[src/inc/mpdci_pkg.sv]
// Package with the constants, state types and field positions of the link controller.
package mpdci_pkg;
    // Widths of the data paths and the buffer.
    localparam int NIB_W = 4;
    localparam int BYTE_W = 8;
    localparam int FIFO_DEPTH = 16;
    localparam int NUM_PHY = 2;
    localparam int TS_W = 32;
    localparam int LOWER_SEL_W = 5;
    localparam int NIB_CNT_W = 9;
    localparam int GAP_CNT_W = 6;
    // Transport packet framing on the downstream link.
    localparam int PKT_BYTES = 188;
    localparam int PKT_NIBBLES = 2 * PKT_BYTES;
    localparam int GAP_CLOCKS = 32;
    localparam logic [NIB_CNT_W-1:0] LAST_NIBBLE = NIB_CNT_W'(PKT_NIBBLES - 1);
    localparam logic [GAP_CNT_W-1:0] LAST_GAP = GAP_CNT_W'(GAP_CLOCKS - 1);
    // Clock rates, kept for reference; the bench hard-codes its own delays and does not use them.
    localparam int CLK_PERIOD_NS = 50;
    localparam int LINK_PERIOD_NS = 400;
    // Bit positions inside the vector of synchronised pin inputs.
    localparam int SYNC_W = 11;
    localparam int SY_DCLK = 10;
    localparam int SY_UCLK = 9;
    localparam int SY_TCLK = 8;
    localparam int SY_UDV = 7;
    localparam int SY_SOB = 6;
    localparam int SY_UPAR = 5;
    localparam int SY_URDY = 4;
    localparam int SY_DATA_LO = 0;
    // Positions of the delayed link clocks used for edge detection.
    localparam int CD_DCLK = 2;
    localparam int CD_UCLK = 1;
    localparam int CD_TCLK = 0;
    // Values after reset of the active low link outputs.
    localparam logic IDLE_N = 1'b1;
    localparam logic [NUM_PHY-1:0] SEL_IDLE_N = '1;
    // States of the downstream sender and the control message sender.
    typedef enum logic [1:0] {DN_WAIT, DN_PKT, DN_GAP} mpdci_dn_state_type;
    typedef enum logic [1:0] {CT_IDLE, CT_SEND, CT_END} mpdci_ct_state_type;
endpackage

[src/inc/mpdci_fifo_if.sv]
// Interface joining the downstream byte buffer to its filling and draining sides.
`timescale 1ns/10ps
interface mpdci_fifo_if #(parameter int WIDTH = 8);
    logic [WIDTH-1:0] in_data;
    logic in_valid;
    logic in_ready;
    logic [WIDTH-1:0] out_data;
    logic out_valid;
    logic out_ready;
    modport fill (output in_data, output in_valid, input in_ready);
    modport drain (input out_data, input out_valid, output out_ready);
    modport store (input in_data, input in_valid, input out_ready,
                   output in_ready, output out_data, output out_valid);
endinterface

[src/core/mpdci_host.sv]
// Controller on the cable modem side that drives the data and control links of the PHYs.
//
// Summary of operation
// PHY pulls block start low with the first nibble of a data block.
// PHY pulls upstream valid low in every cycle carrying valid data.
// Parity goes out with its own nibble and makes the count of ones even.
// This controller holds control valid low while control message data is shown.
// PHY pulls control ready low when it can take a burst description.
// This controller drives the frame sync; both sides get the timestamp clock.
// This controller gives each PHY its own active low register bus select.
// No parity is made or checked on the serial register bus.
// Parity is even and covers data lines only; it is recommended.
// PHY checks downstream parity; an error does not stop transmit data.
// PHY raises an interrupt source on a downstream parity error.
// This controller checks upstream parity; an error does not stop reception.
// This controller reports each upstream parity error to the system.
// PHY checks parity over every nibble of each control message.
// PHY drops the failing control message and all later ones.
// PHY has one active low, level, open drain interrupt output.
// PHY has one pending bit per source, each cleared by software.
// PHY interrupt is the OR of all pending bits.
// PHY makes a constant, ungapped downstream clock in both framing modes.
// First framing mode: downstream clock is a quarter of the line rate.
// First mode: valid low for a 188 byte packet, then high 32 clocks.
// Second mode: clock at quarter payload rate, valid held low always.
// Sync goes low with the first nibble of each packet sync byte.
// Upstream data cannot be throttled; it is taken on every valid clock.
// Parity is judged only in cycles where the valid strobe is low.
`timescale 1ns/10ps
module mpdci_host (
    input wire logic CLK,
    input wire logic RST,
    input wire logic FRAMING_MODE_B,
    input wire logic [mpdci_pkg::BYTE_W-1:0] DN_BYTE,
    input wire logic DN_BYTE_VALID,
    output logic DN_BYTE_READY,
    input wire logic DOWN_LINK_CLOCK,
    output logic [mpdci_pkg::NIB_W-1:0] DOWN_DATA_NIBBLE,
    output logic DOWN_DATA_PARITY,
    output logic DOWN_DATA_VALID_N,
    output logic DOWN_PACKET_SYNC_N,
    output logic DOWN_UNDERRUN,
    input wire logic UPSTREAM_LINK_CLOCK,
    input wire logic UP_BLOCK_START_N,
    input wire logic UP_DATA_VALID_N,
    input wire logic [mpdci_pkg::NIB_W-1:0] UP_DATA_NIBBLE,
    input wire logic UP_DATA_PARITY,
    output logic [mpdci_pkg::NIB_W-1:0] RX_NIBBLE,
    output logic RX_VALID,
    output logic RX_BLOCK_START,
    output logic UP_PARITY_ERROR,
    input wire logic [mpdci_pkg::NIB_W-1:0] CTL_NIBBLE,
    input wire logic CTL_VALID,
    input wire logic CTL_LAST,
    input wire logic CTL_IS_DESC,
    output logic CTL_TAKE,
    output logic [mpdci_pkg::NIB_W-1:0] CTL_MSG_DATA,
    output logic CTL_MSG_PARITY,
    output logic CTL_MSG_VALID_N,
    input wire logic CTL_MSG_READY_N,
    input wire logic TIMESTAMP_CLOCK,
    input wire logic [mpdci_pkg::LOWER_SEL_W-1:0] TS_LOWER_BITS,
    output logic TIMESTAMP_FRAME_SYNC_N,
    input wire logic [mpdci_pkg::NUM_PHY-1:0] REG_SEL_REQ,
    output logic [mpdci_pkg::NUM_PHY-1:0] REG_BUS_SELECT_N
);
    import mpdci_pkg::*;

    typedef struct packed {
        logic [SYNC_W-1:0] s1;
        logic [SYNC_W-1:0] s2;
        logic [2:0] clk_d;
        mpdci_dn_state_type dn_state;
        logic [NIB_CNT_W-1:0] nib_cnt;
        logic [GAP_CNT_W-1:0] gap_cnt;
        logic [NIB_W-1:0] hold;
        logic [NIB_W-1:0] dn_nib;
        logic dn_par;
        logic dn_valid_n;
        logic dn_sync_n;
        logic dn_underrun;
        logic [NIB_W-1:0] rx_nib;
        logic rx_valid;
        logic rx_sob;
        logic up_perr;
        mpdci_ct_state_type ct_state;
        logic [NIB_W-1:0] ct_nib;
        logic ct_par;
        logic ct_valid_n;
        logic ct_take;
        logic [TS_W-1:0] ts_count;
        logic timestamp_frame_sync_n;
        logic [NUM_PHY-1:0] sel_n;
    } mpdci_host_state_type;

    mpdci_host_state_type st;
    mpdci_host_state_type next_st;
    mpdci_fifo_if #(.WIDTH(BYTE_W)) fifo_bus ();
    logic dn_rise;
    logic up_rise;
    logic up_fall;
    logic ts_rise;
    logic dn_pop;
    logic [TS_W-1:0] ts_mask;
    logic [TS_W-1:0] ts_inc;

    // Downstream bytes wait in the buffer until the link clock asks for them.
    mpdci_fifo #(.WIDTH(BYTE_W), .DEPTH(FIFO_DEPTH)) u_fifo (
        .clk(CLK),
        .rst(RST),
        .f(fifo_bus.store)
    );

    // Buffer hookup; the pop strobe comes from the downstream sender.
    assign fifo_bus.in_data = DN_BYTE;
    assign fifo_bus.in_valid = DN_BYTE_VALID;
    assign fifo_bus.out_ready = dn_pop;

    // Link clock edges, seen only on the second synchroniser stage.
    assign dn_rise = st.s2[SY_DCLK] & ~st.clk_d[CD_DCLK];
    assign up_rise = st.s2[SY_UCLK] & ~st.clk_d[CD_UCLK];
    assign up_fall = ~st.s2[SY_UCLK] & st.clk_d[CD_UCLK];
    assign ts_rise = st.s2[SY_TCLK] & ~st.clk_d[CD_TCLK];
    assign ts_mask = (TS_W'(1) << TS_LOWER_BITS) - TS_W'(1);
    assign ts_inc = st.ts_count + TS_W'(1);

    // Next state of every sender and receiver of the controller.
    always_comb begin
        logic load;
        logic first;
        logic [BYTE_W-1:0] byte_in;
        load = 1'b0;
        first = 1'b0;
        byte_in = '0;
        next_st = st;
        dn_pop = 1'b0;
        next_st.s1 = {DOWN_LINK_CLOCK, UPSTREAM_LINK_CLOCK, TIMESTAMP_CLOCK,
                      UP_DATA_VALID_N, UP_BLOCK_START_N, UP_DATA_PARITY,
                      CTL_MSG_READY_N, UP_DATA_NIBBLE};
        next_st.s2 = st.s1;
        next_st.clk_d = {st.s2[SY_DCLK], st.s2[SY_UCLK], st.s2[SY_TCLK]};
        next_st.dn_underrun = 1'b0;
        // Downstream sender: outputs change just after the clock edge seen, so the
        // PHY finds them stable at its next rising edge.
        if (dn_rise) begin
            case (st.dn_state)
                DN_WAIT: begin
                    load = FRAMING_MODE_B | fifo_bus.out_valid;
                    first = 1'b1;
                end
                DN_PKT: begin
                    if (!st.nib_cnt[0]) begin
                        next_st.dn_nib = st.hold;
                        next_st.dn_sync_n = 1'b1;
                        next_st.nib_cnt = st.nib_cnt + 1'b1;
                    end else if (st.nib_cnt == LAST_NIBBLE) begin
                        if (FRAMING_MODE_B) begin
                            load = 1'b1;
                            first = 1'b1;
                        end else begin
                            next_st.dn_valid_n = 1'b1;
                            next_st.gap_cnt = '0;
                            next_st.dn_state = DN_GAP;
                        end
                    end else begin
                        load = 1'b1;
                    end
                end
                DN_GAP: begin
                    if (st.gap_cnt == LAST_GAP) begin
                        load = fifo_bus.out_valid;
                        first = 1'b1;
                        next_st.dn_state = DN_WAIT;
                    end else begin
                        next_st.gap_cnt = st.gap_cnt + 1'b1;
                    end
                end
                default: begin
                    next_st.dn_state = DN_WAIT;
                end
            endcase
            // A new byte: high nibble now, low nibble on the next link clock.
            if (load) begin
                dn_pop = fifo_bus.out_valid;
                byte_in = fifo_bus.out_valid ? fifo_bus.out_data : '0;
                next_st.dn_underrun = ~fifo_bus.out_valid;
                next_st.dn_nib = byte_in[BYTE_W-1:NIB_W];
                next_st.hold = byte_in[NIB_W-1:0];
                next_st.dn_valid_n = 1'b0;
                next_st.dn_sync_n = ~first;
                next_st.nib_cnt = first ? '0 : st.nib_cnt + 1'b1;
                next_st.dn_state = DN_PKT;
            end
        end
        next_st.dn_par = ^next_st.dn_nib;
        // Upstream receiver: sampled mid period, on every valid clock, no throttle.
        next_st.rx_valid = 1'b0;
        next_st.up_perr = 1'b0;
        if (up_fall && !st.s2[SY_UDV]) begin
            next_st.rx_valid = 1'b1;
            next_st.rx_nib = st.s2[SY_DATA_LO +: NIB_W];
            next_st.rx_sob = ~st.s2[SY_SOB];
            next_st.up_perr = ^{st.s2[SY_DATA_LO +: NIB_W], st.s2[SY_UPAR]};
        end
        // Control message sender: descriptions wait for ready, others go at once.
        next_st.ct_take = 1'b0;
        if (up_rise) begin
            case (st.ct_state)
                CT_IDLE: begin
                    if (CTL_VALID && !(CTL_IS_DESC && st.s2[SY_URDY])) begin
                        next_st.ct_nib = CTL_NIBBLE;
                        next_st.ct_valid_n = 1'b0;
                        next_st.ct_take = 1'b1;
                        next_st.ct_state = CTL_LAST ? CT_END : CT_SEND;
                    end
                end
                CT_SEND: begin
                    if (CTL_VALID) begin
                        next_st.ct_nib = CTL_NIBBLE;
                        next_st.ct_take = 1'b1;
                        next_st.ct_state = CTL_LAST ? CT_END : CT_SEND;
                    end else begin
                        next_st.ct_valid_n = 1'b1;
                        next_st.ct_state = CT_IDLE;
                    end
                end
                CT_END: begin
                    next_st.ct_valid_n = 1'b1;
                    next_st.ct_state = CT_IDLE;
                end
                default: begin
                    next_st.ct_state = CT_IDLE;
                end
            endcase
        end
        next_st.ct_par = ^next_st.ct_nib;
        // Timestamp counter; frame sync lasts one period, two before the wrap.
        if (ts_rise) begin
            next_st.ts_count = ts_inc;
            next_st.timestamp_frame_sync_n = ((ts_inc & ts_mask) != (ts_mask - TS_W'(1)));
        end
        // Register bus selects; more than one request selects nobody.
        if ((REG_SEL_REQ & (REG_SEL_REQ - 1'b1)) == '0) begin
            next_st.sel_n = ~REG_SEL_REQ;
        end else begin
            next_st.sel_n = SEL_IDLE_N;
        end
    end

    // State register with all link outputs idle after reset.
    always_ff @(posedge CLK) begin
        if (RST) begin
            st <= '0;
            st.dn_valid_n <= IDLE_N;
            st.dn_sync_n <= IDLE_N;
            st.ct_valid_n <= IDLE_N;
            st.timestamp_frame_sync_n <= IDLE_N;
            st.sel_n <= SEL_IDLE_N;
        end else begin
            st <= next_st;
        end
    end

    // Outputs straight from the state register, except ready, which comes from the buffer's room flop.
    assign DN_BYTE_READY = fifo_bus.in_ready; // Buffer's room flop, so no accepted push is lost.
    assign DOWN_DATA_NIBBLE = st.dn_nib;
    assign DOWN_DATA_PARITY = st.dn_par;
    assign DOWN_DATA_VALID_N = st.dn_valid_n;
    assign DOWN_PACKET_SYNC_N = st.dn_sync_n;
    assign DOWN_UNDERRUN = st.dn_underrun;
    assign RX_NIBBLE = st.rx_nib;
    assign RX_VALID = st.rx_valid;
    assign RX_BLOCK_START = st.rx_sob;
    assign UP_PARITY_ERROR = st.up_perr;
    assign CTL_TAKE = st.ct_take;
    assign CTL_MSG_DATA = st.ct_nib;
    assign CTL_MSG_PARITY = st.ct_par;
    assign CTL_MSG_VALID_N = st.ct_valid_n;
    assign TIMESTAMP_FRAME_SYNC_N = st.timestamp_frame_sync_n;
    assign REG_BUS_SELECT_N = st.sel_n;

    // Counts downstream clocks seen with valid high, for the gap check.
    logic [GAP_CNT_W:0] gap_seen;
    always_ff @(posedge CLK) begin
        if (RST || !st.dn_valid_n) begin
            gap_seen <= '0;
        end else if (dn_rise && gap_seen != '1) begin
            gap_seen <= gap_seen + 1'b1;
        end
    end
endmodule

[src/core/mpdci_fifo.sv]
// Buffer of bytes with valid and ready on both sides.
`timescale 1ns/10ps
module mpdci_fifo #(
    parameter int WIDTH = 8,
    parameter int DEPTH = 16
) (
    input wire logic clk,
    input wire logic rst,
    mpdci_fifo_if.store f
);
    import mpdci_pkg::*;
    localparam int AW = $clog2(DEPTH);
    localparam logic [AW:0] FULL_COUNT = (AW+1)'(DEPTH);

    typedef struct packed {
        logic [AW-1:0] wr;
        logic [AW-1:0] rd;
        logic [AW:0] cnt;
        logic room;
        logic avail;
    } mpdci_fifo_state_type;

    mpdci_fifo_state_type st;
    mpdci_fifo_state_type next_st;
    logic [WIDTH-1:0] mem [DEPTH];
    logic push;
    logic pop;

    // Room and fill flags are kept in flip-flops so both sides see clean levels.
    assign push = f.in_valid & st.room;
    assign pop = f.out_ready & st.avail;
    assign f.in_ready = st.room;
    assign f.out_valid = st.avail;
    assign f.out_data = mem[st.rd];

    // Pointer and count update for one push and one pop per cycle.
    always_comb begin
        next_st = st;
        if (push) begin
            next_st.wr = st.wr + 1'b1;
        end
        if (pop) begin
            next_st.rd = st.rd + 1'b1;
        end
        case ({push, pop})
            2'b10: next_st.cnt = st.cnt + 1'b1;
            2'b01: next_st.cnt = st.cnt - 1'b1;
            default: next_st.cnt = st.cnt;
        endcase
        next_st.room = (next_st.cnt != FULL_COUNT);
        next_st.avail = (next_st.cnt != '0);
    end

    // State register, empty after reset; room is shown from the first edge after it.
    always_ff @(posedge clk) begin
        if (rst) begin
            st <= '{wr: '0, rd: '0, cnt: '0, room: 1'b0, avail: 1'b0};
        end else begin
            st <= next_st;
        end
    end

    // Storage array, written only on an accepted push.
    always_ff @(posedge clk) begin
        if (push) begin
            mem[st.wr] <= f.in_data;
        end
    end
endmodule

[config.mk]
export PLATFORM = sky130hd
export DESIGN_NAME = mpdci_host
export DESIGN_NICKNAME = d
export VERILOG_FILES = /design/src/inc/mpdci_pkg.sv /design/src/inc/mpdci_fifo_if.sv /design/src/core/mpdci_host.sv /design/src/core/mpdci_fifo.sv
export SDC_FILE = /design/constraint.sdc
export NUM_CORES = 1
export LEC_CHECK = 0
export BUFFER_PORTS_ARGS = -buffer_cell sky130_fd_sc_hd__buf_2
export CAP_MARGIN = 20
export CORE_MARGIN = 5
export CORE_UTILIZATION = 29
export CTS_BUF_LIST = sky130_fd_sc_hd__clkbuf_8
export CTS_CLUSTER_DIAMETER = 60
export DETAILED_ROUTE_END_ITERATION = 8
export PLACE_DENSITY = 0.5
export SLEW_MARGIN = 25
export SYNTH_ARGS = -nofsm -noshare
export SYNTH_HDL_FRONTEND = slang
export SYNTH_HIERARCHICAL = 1
export SYNTH_SLANG_ARGS = --single-unit
[constraint.sdc]
create_clock -name CLK -period 4.4 [get_ports CLK]
set_input_delay 0.88 -clock CLK [delete_from_list [all_inputs] [get_ports CLK]]
set_output_delay 0.88 -clock CLK [all_outputs]
set_load 0.1 [all_outputs]
==> impl_metrics.ini <==
[synthesis]
ys_seq_area_frac = 0.541
avgSynthCellArea_um2 = 11.6
netlist_top_cells_area = edfxtp_1, dfxtp_1, mux4_1
ys.flop_type = edfxtp_1
synthDominantCellAreaShare = 0.330
synthTopCellsByCount = edfxtp_1, dfxtp_1, nor2_1
synth_most_common_cell = edfxtp_1
yosys_warnings = 6
synth_fp_nets = 1055
ys_ff_latch = 251
synth_edf_count = 128
synth.distinct_cells = 81
synth_top_area_cell = edfxtp_1
synthArstFlopShare = 0
synth_area_um2 = 11700
synth_cells = 1002

[clocking]
cts_max_level = 2
clock_path_buffers = 3
cts.clk_slew.worst_paths_ns = 0.06
clock-sinks = 251
cts-resized-gates = 0
post_cts.repair.setup_buffers = 0
insertion_delay_ns = 0.60
cts_made_buffers = 46
cts_root_buf = clkbuf_8
hold_buffers = 0
cts_tree = done

[sta]
finalSetupTns_ns = 0
fin_crit_ns = 3.34
hold_violations = 0
max_clock_freq_mhz = 300
clock_skew_ns = 0.0277
rsz0062_at_grt = false
setup_viol = 0
max_slew_margin = 0.435
setup_ws_ns = 1.06
worst_pin_slew_ns = 0.844
slew_violations = 0
holdWs_ns = 0.433
fin_crit_sh = 0.758

[cells_and_area]
antenna_cells = 0
nNetsFinal = 1102
area_growth_pct = 13.7
layout-drive-gt1-share = 0.167

[worst_setup_path]
r2r_end = u_fifo/f.out_valid
critPathKind = reg2reg
start_kind = flop
critical_path_required_ns = 4.85
worst_path_max_delay_cell = dfxtp_1
crit_fanout = 9
critical-path-top-delay-family = simple AND/OR/NAND/NOR gates
reg2reg_from = st[63]
crit_buf_inv = 1
worstPathCellList = ha_1, nand4_1, o32ai_4, a2bb2oi_4, nor3_4, nand2_1, inv_2, nand2_1, xnor2_1, ha_1, nor3b_1, o2111ai_1, a21oi_1, xnor2_1, a41oi_1
worstRegToRegCells = 15
end_kind = flop
rrSetupSlack_ns = 1.06
worstPathArrival_ns = 3.79
cpPeakStageDelay_ns = 0.35

[power_and_ir_drop]
p_leak_nw = 4.60
total_power_w = 0.00500
vdd_ir_drop_max_mv = 0.194
p_per_area_nw_per_um2 = 378

[grt]
grt_overflow = 0
grt_max_degree = 74
antenna_found_initial = 0
grt_pass1_wl_mm = 40.6
grtUsageTotal = 0.113
grt_pass1_vias = 7554

[floorplan]
dieHeight_um = 210
initial_utilization = 0.293
fp-row-count = 73
die-width_um = 210
core_um2 = 39700
ioPinCount = 63
dieArea_um2 = 44300

[status]
outcome = completed

[route]
drc_errors = 0
drtIter0Drc = 414
via_per_inst = 4.75
avgRoutedWirePerCell_um = 15.6
drtPass1Iterations = 6
wl_mm = 25.1
vias = 7646
postRouteAntennaNets = 0

[min_path]
hold_path.class = reg2reg
whs_path_depth = 1
worstHoldStart = next_st[87]
hold-path-endpoint = st[87]

[placement]
port_buffers = 62
gp_congestion = 0.801
pre_cts_ws_ns = 0.557
hpwlAfterDp_mm = 17.1

[run]
maxCapViolations = 0
## state kept, by name, summed over array words and instances (netlist names), 2 cells and up, named ones only
register / cells
CTL_MSG_DATA: 4
st: 65
DOWN_DATA_NIBBLE: 4
REG_BUS_SELECT_N: 2
u_fifo/st: 13
RX_NIBBLE: 4
u_fifo/mem: 128
next_st: 14
## area by class of cell
| type | count | area, um^2 |
|---|---|---|
| Inverter | 16 | 60.1 |
| Tap cell | 525 | 657 |
| Fill cell | 3986 | 26500 |
| Timing Repair Buffer | 72 | 388 |
| Clock buffer | 51 | 702 |
| Multi-Input combinational cell | 662 | 4900 |
| Sequential cell | 251 | 6310 |
| Clock inverter | 31 | 229 |
## kinds of logic (layout without fill, tap and decap cells)
logic type | count (synthesis) | after routing | share of synthesized area
AOI/OAI and AO/OA | 148 | 148 | 0.0869
xor gates and xnor gates | 73 | 73 | 0.0549
adders and majority gates | 16 | 16 | 0.0172
buffers and inverters | 89 | 170 | 0.0394
DFF | 251 | 251 | 0.541
muxes | 49 | 49 | 0.0929
and+or+nand+nor | 376 | 376 | 0.168
## through the flow
stage / utilization / instance area, um^2 / instances
floorplan: - / 11700 / 1002
global placement: 0.310 / 12300 / 1526
detailed placement: 0.310 / 12300 / 1526
CTS: 0.333 / 13200 / 1608
global route: 0.333 / 13200 / 1608
finish: 0.333 / 13200 / 1608
## worst max path at each step
stage / startpoint / endpoint / slack [ns] / cells past startpoint
finish: st[63] / u_fifo/f.out_valid / 1.06 / 15
CTS: st[63] / u_fifo/f.out_valid / 1.04 / 15
floorplan: TS_LOWER_BITS[2] / TIMESTAMP_FRAME_SYNC_N / 0.89 / 14
global placement: TS_LOWER_BITS[2] / TIMESTAMP_FRAME_SYNC_N / 0.57 / 11
global route: st[63] / u_fifo/f.out_valid / 0.76 / 15
detailed placement: TS_LOWER_BITS[2] / TIMESTAMP_FRAME_SYNC_N / 0.56 / 14
## layout by cell type, fill, tap and decap left out, types with 12 or more instances in the layout
| cell | instances |
|---|---|
| xor2_1 | 37 |
| dfxtp_1 | 122 |
| ha_1 | 16 |
| xnor2_1 | 36 |
| a21oi_1 | 46 |
| o21ai_0 | 25 |
| nand3_1 | 33 |
| nand4_1 | 15 |
| and3_1 | 12 |
| nand2b_1 | 13 |
| edfxtp_1 | 128 |
| buf_2 | 61 |
| mux4_1 | 24 |
| inv_1 | 28 |
| nor3_1 | 15 |
| nand2_1 | 60 |
| nor2b_1 | 42 |
| clkbuf_8 | 51 |
| mux4_2 | 16 |
| nor2_1 | 119 |
## power breakdown
group          total [W]  switching [W]  internal (W)  leakage (nW)
sequential       0.00250      0.0000162       0.00248          2.15
clock            0.00224       0.000986       0.00125         0.532
combinational   0.000266       0.000179     0.0000866          1.92
total            0.00500        0.00118       0.00382          4.60
## per-layer routing
layer	wire length, um	part of all wire	up-vias	track usage
li1	-	-	3743	-
met1	11200	0.44	3707	0.143
met2	12200	0.49	150	0.190
met3	1120	0.045	46	0.0289
met4	614	0.024	0	0.0364
met5	0	0	-	0
Power figures use the tool's default switching activity.
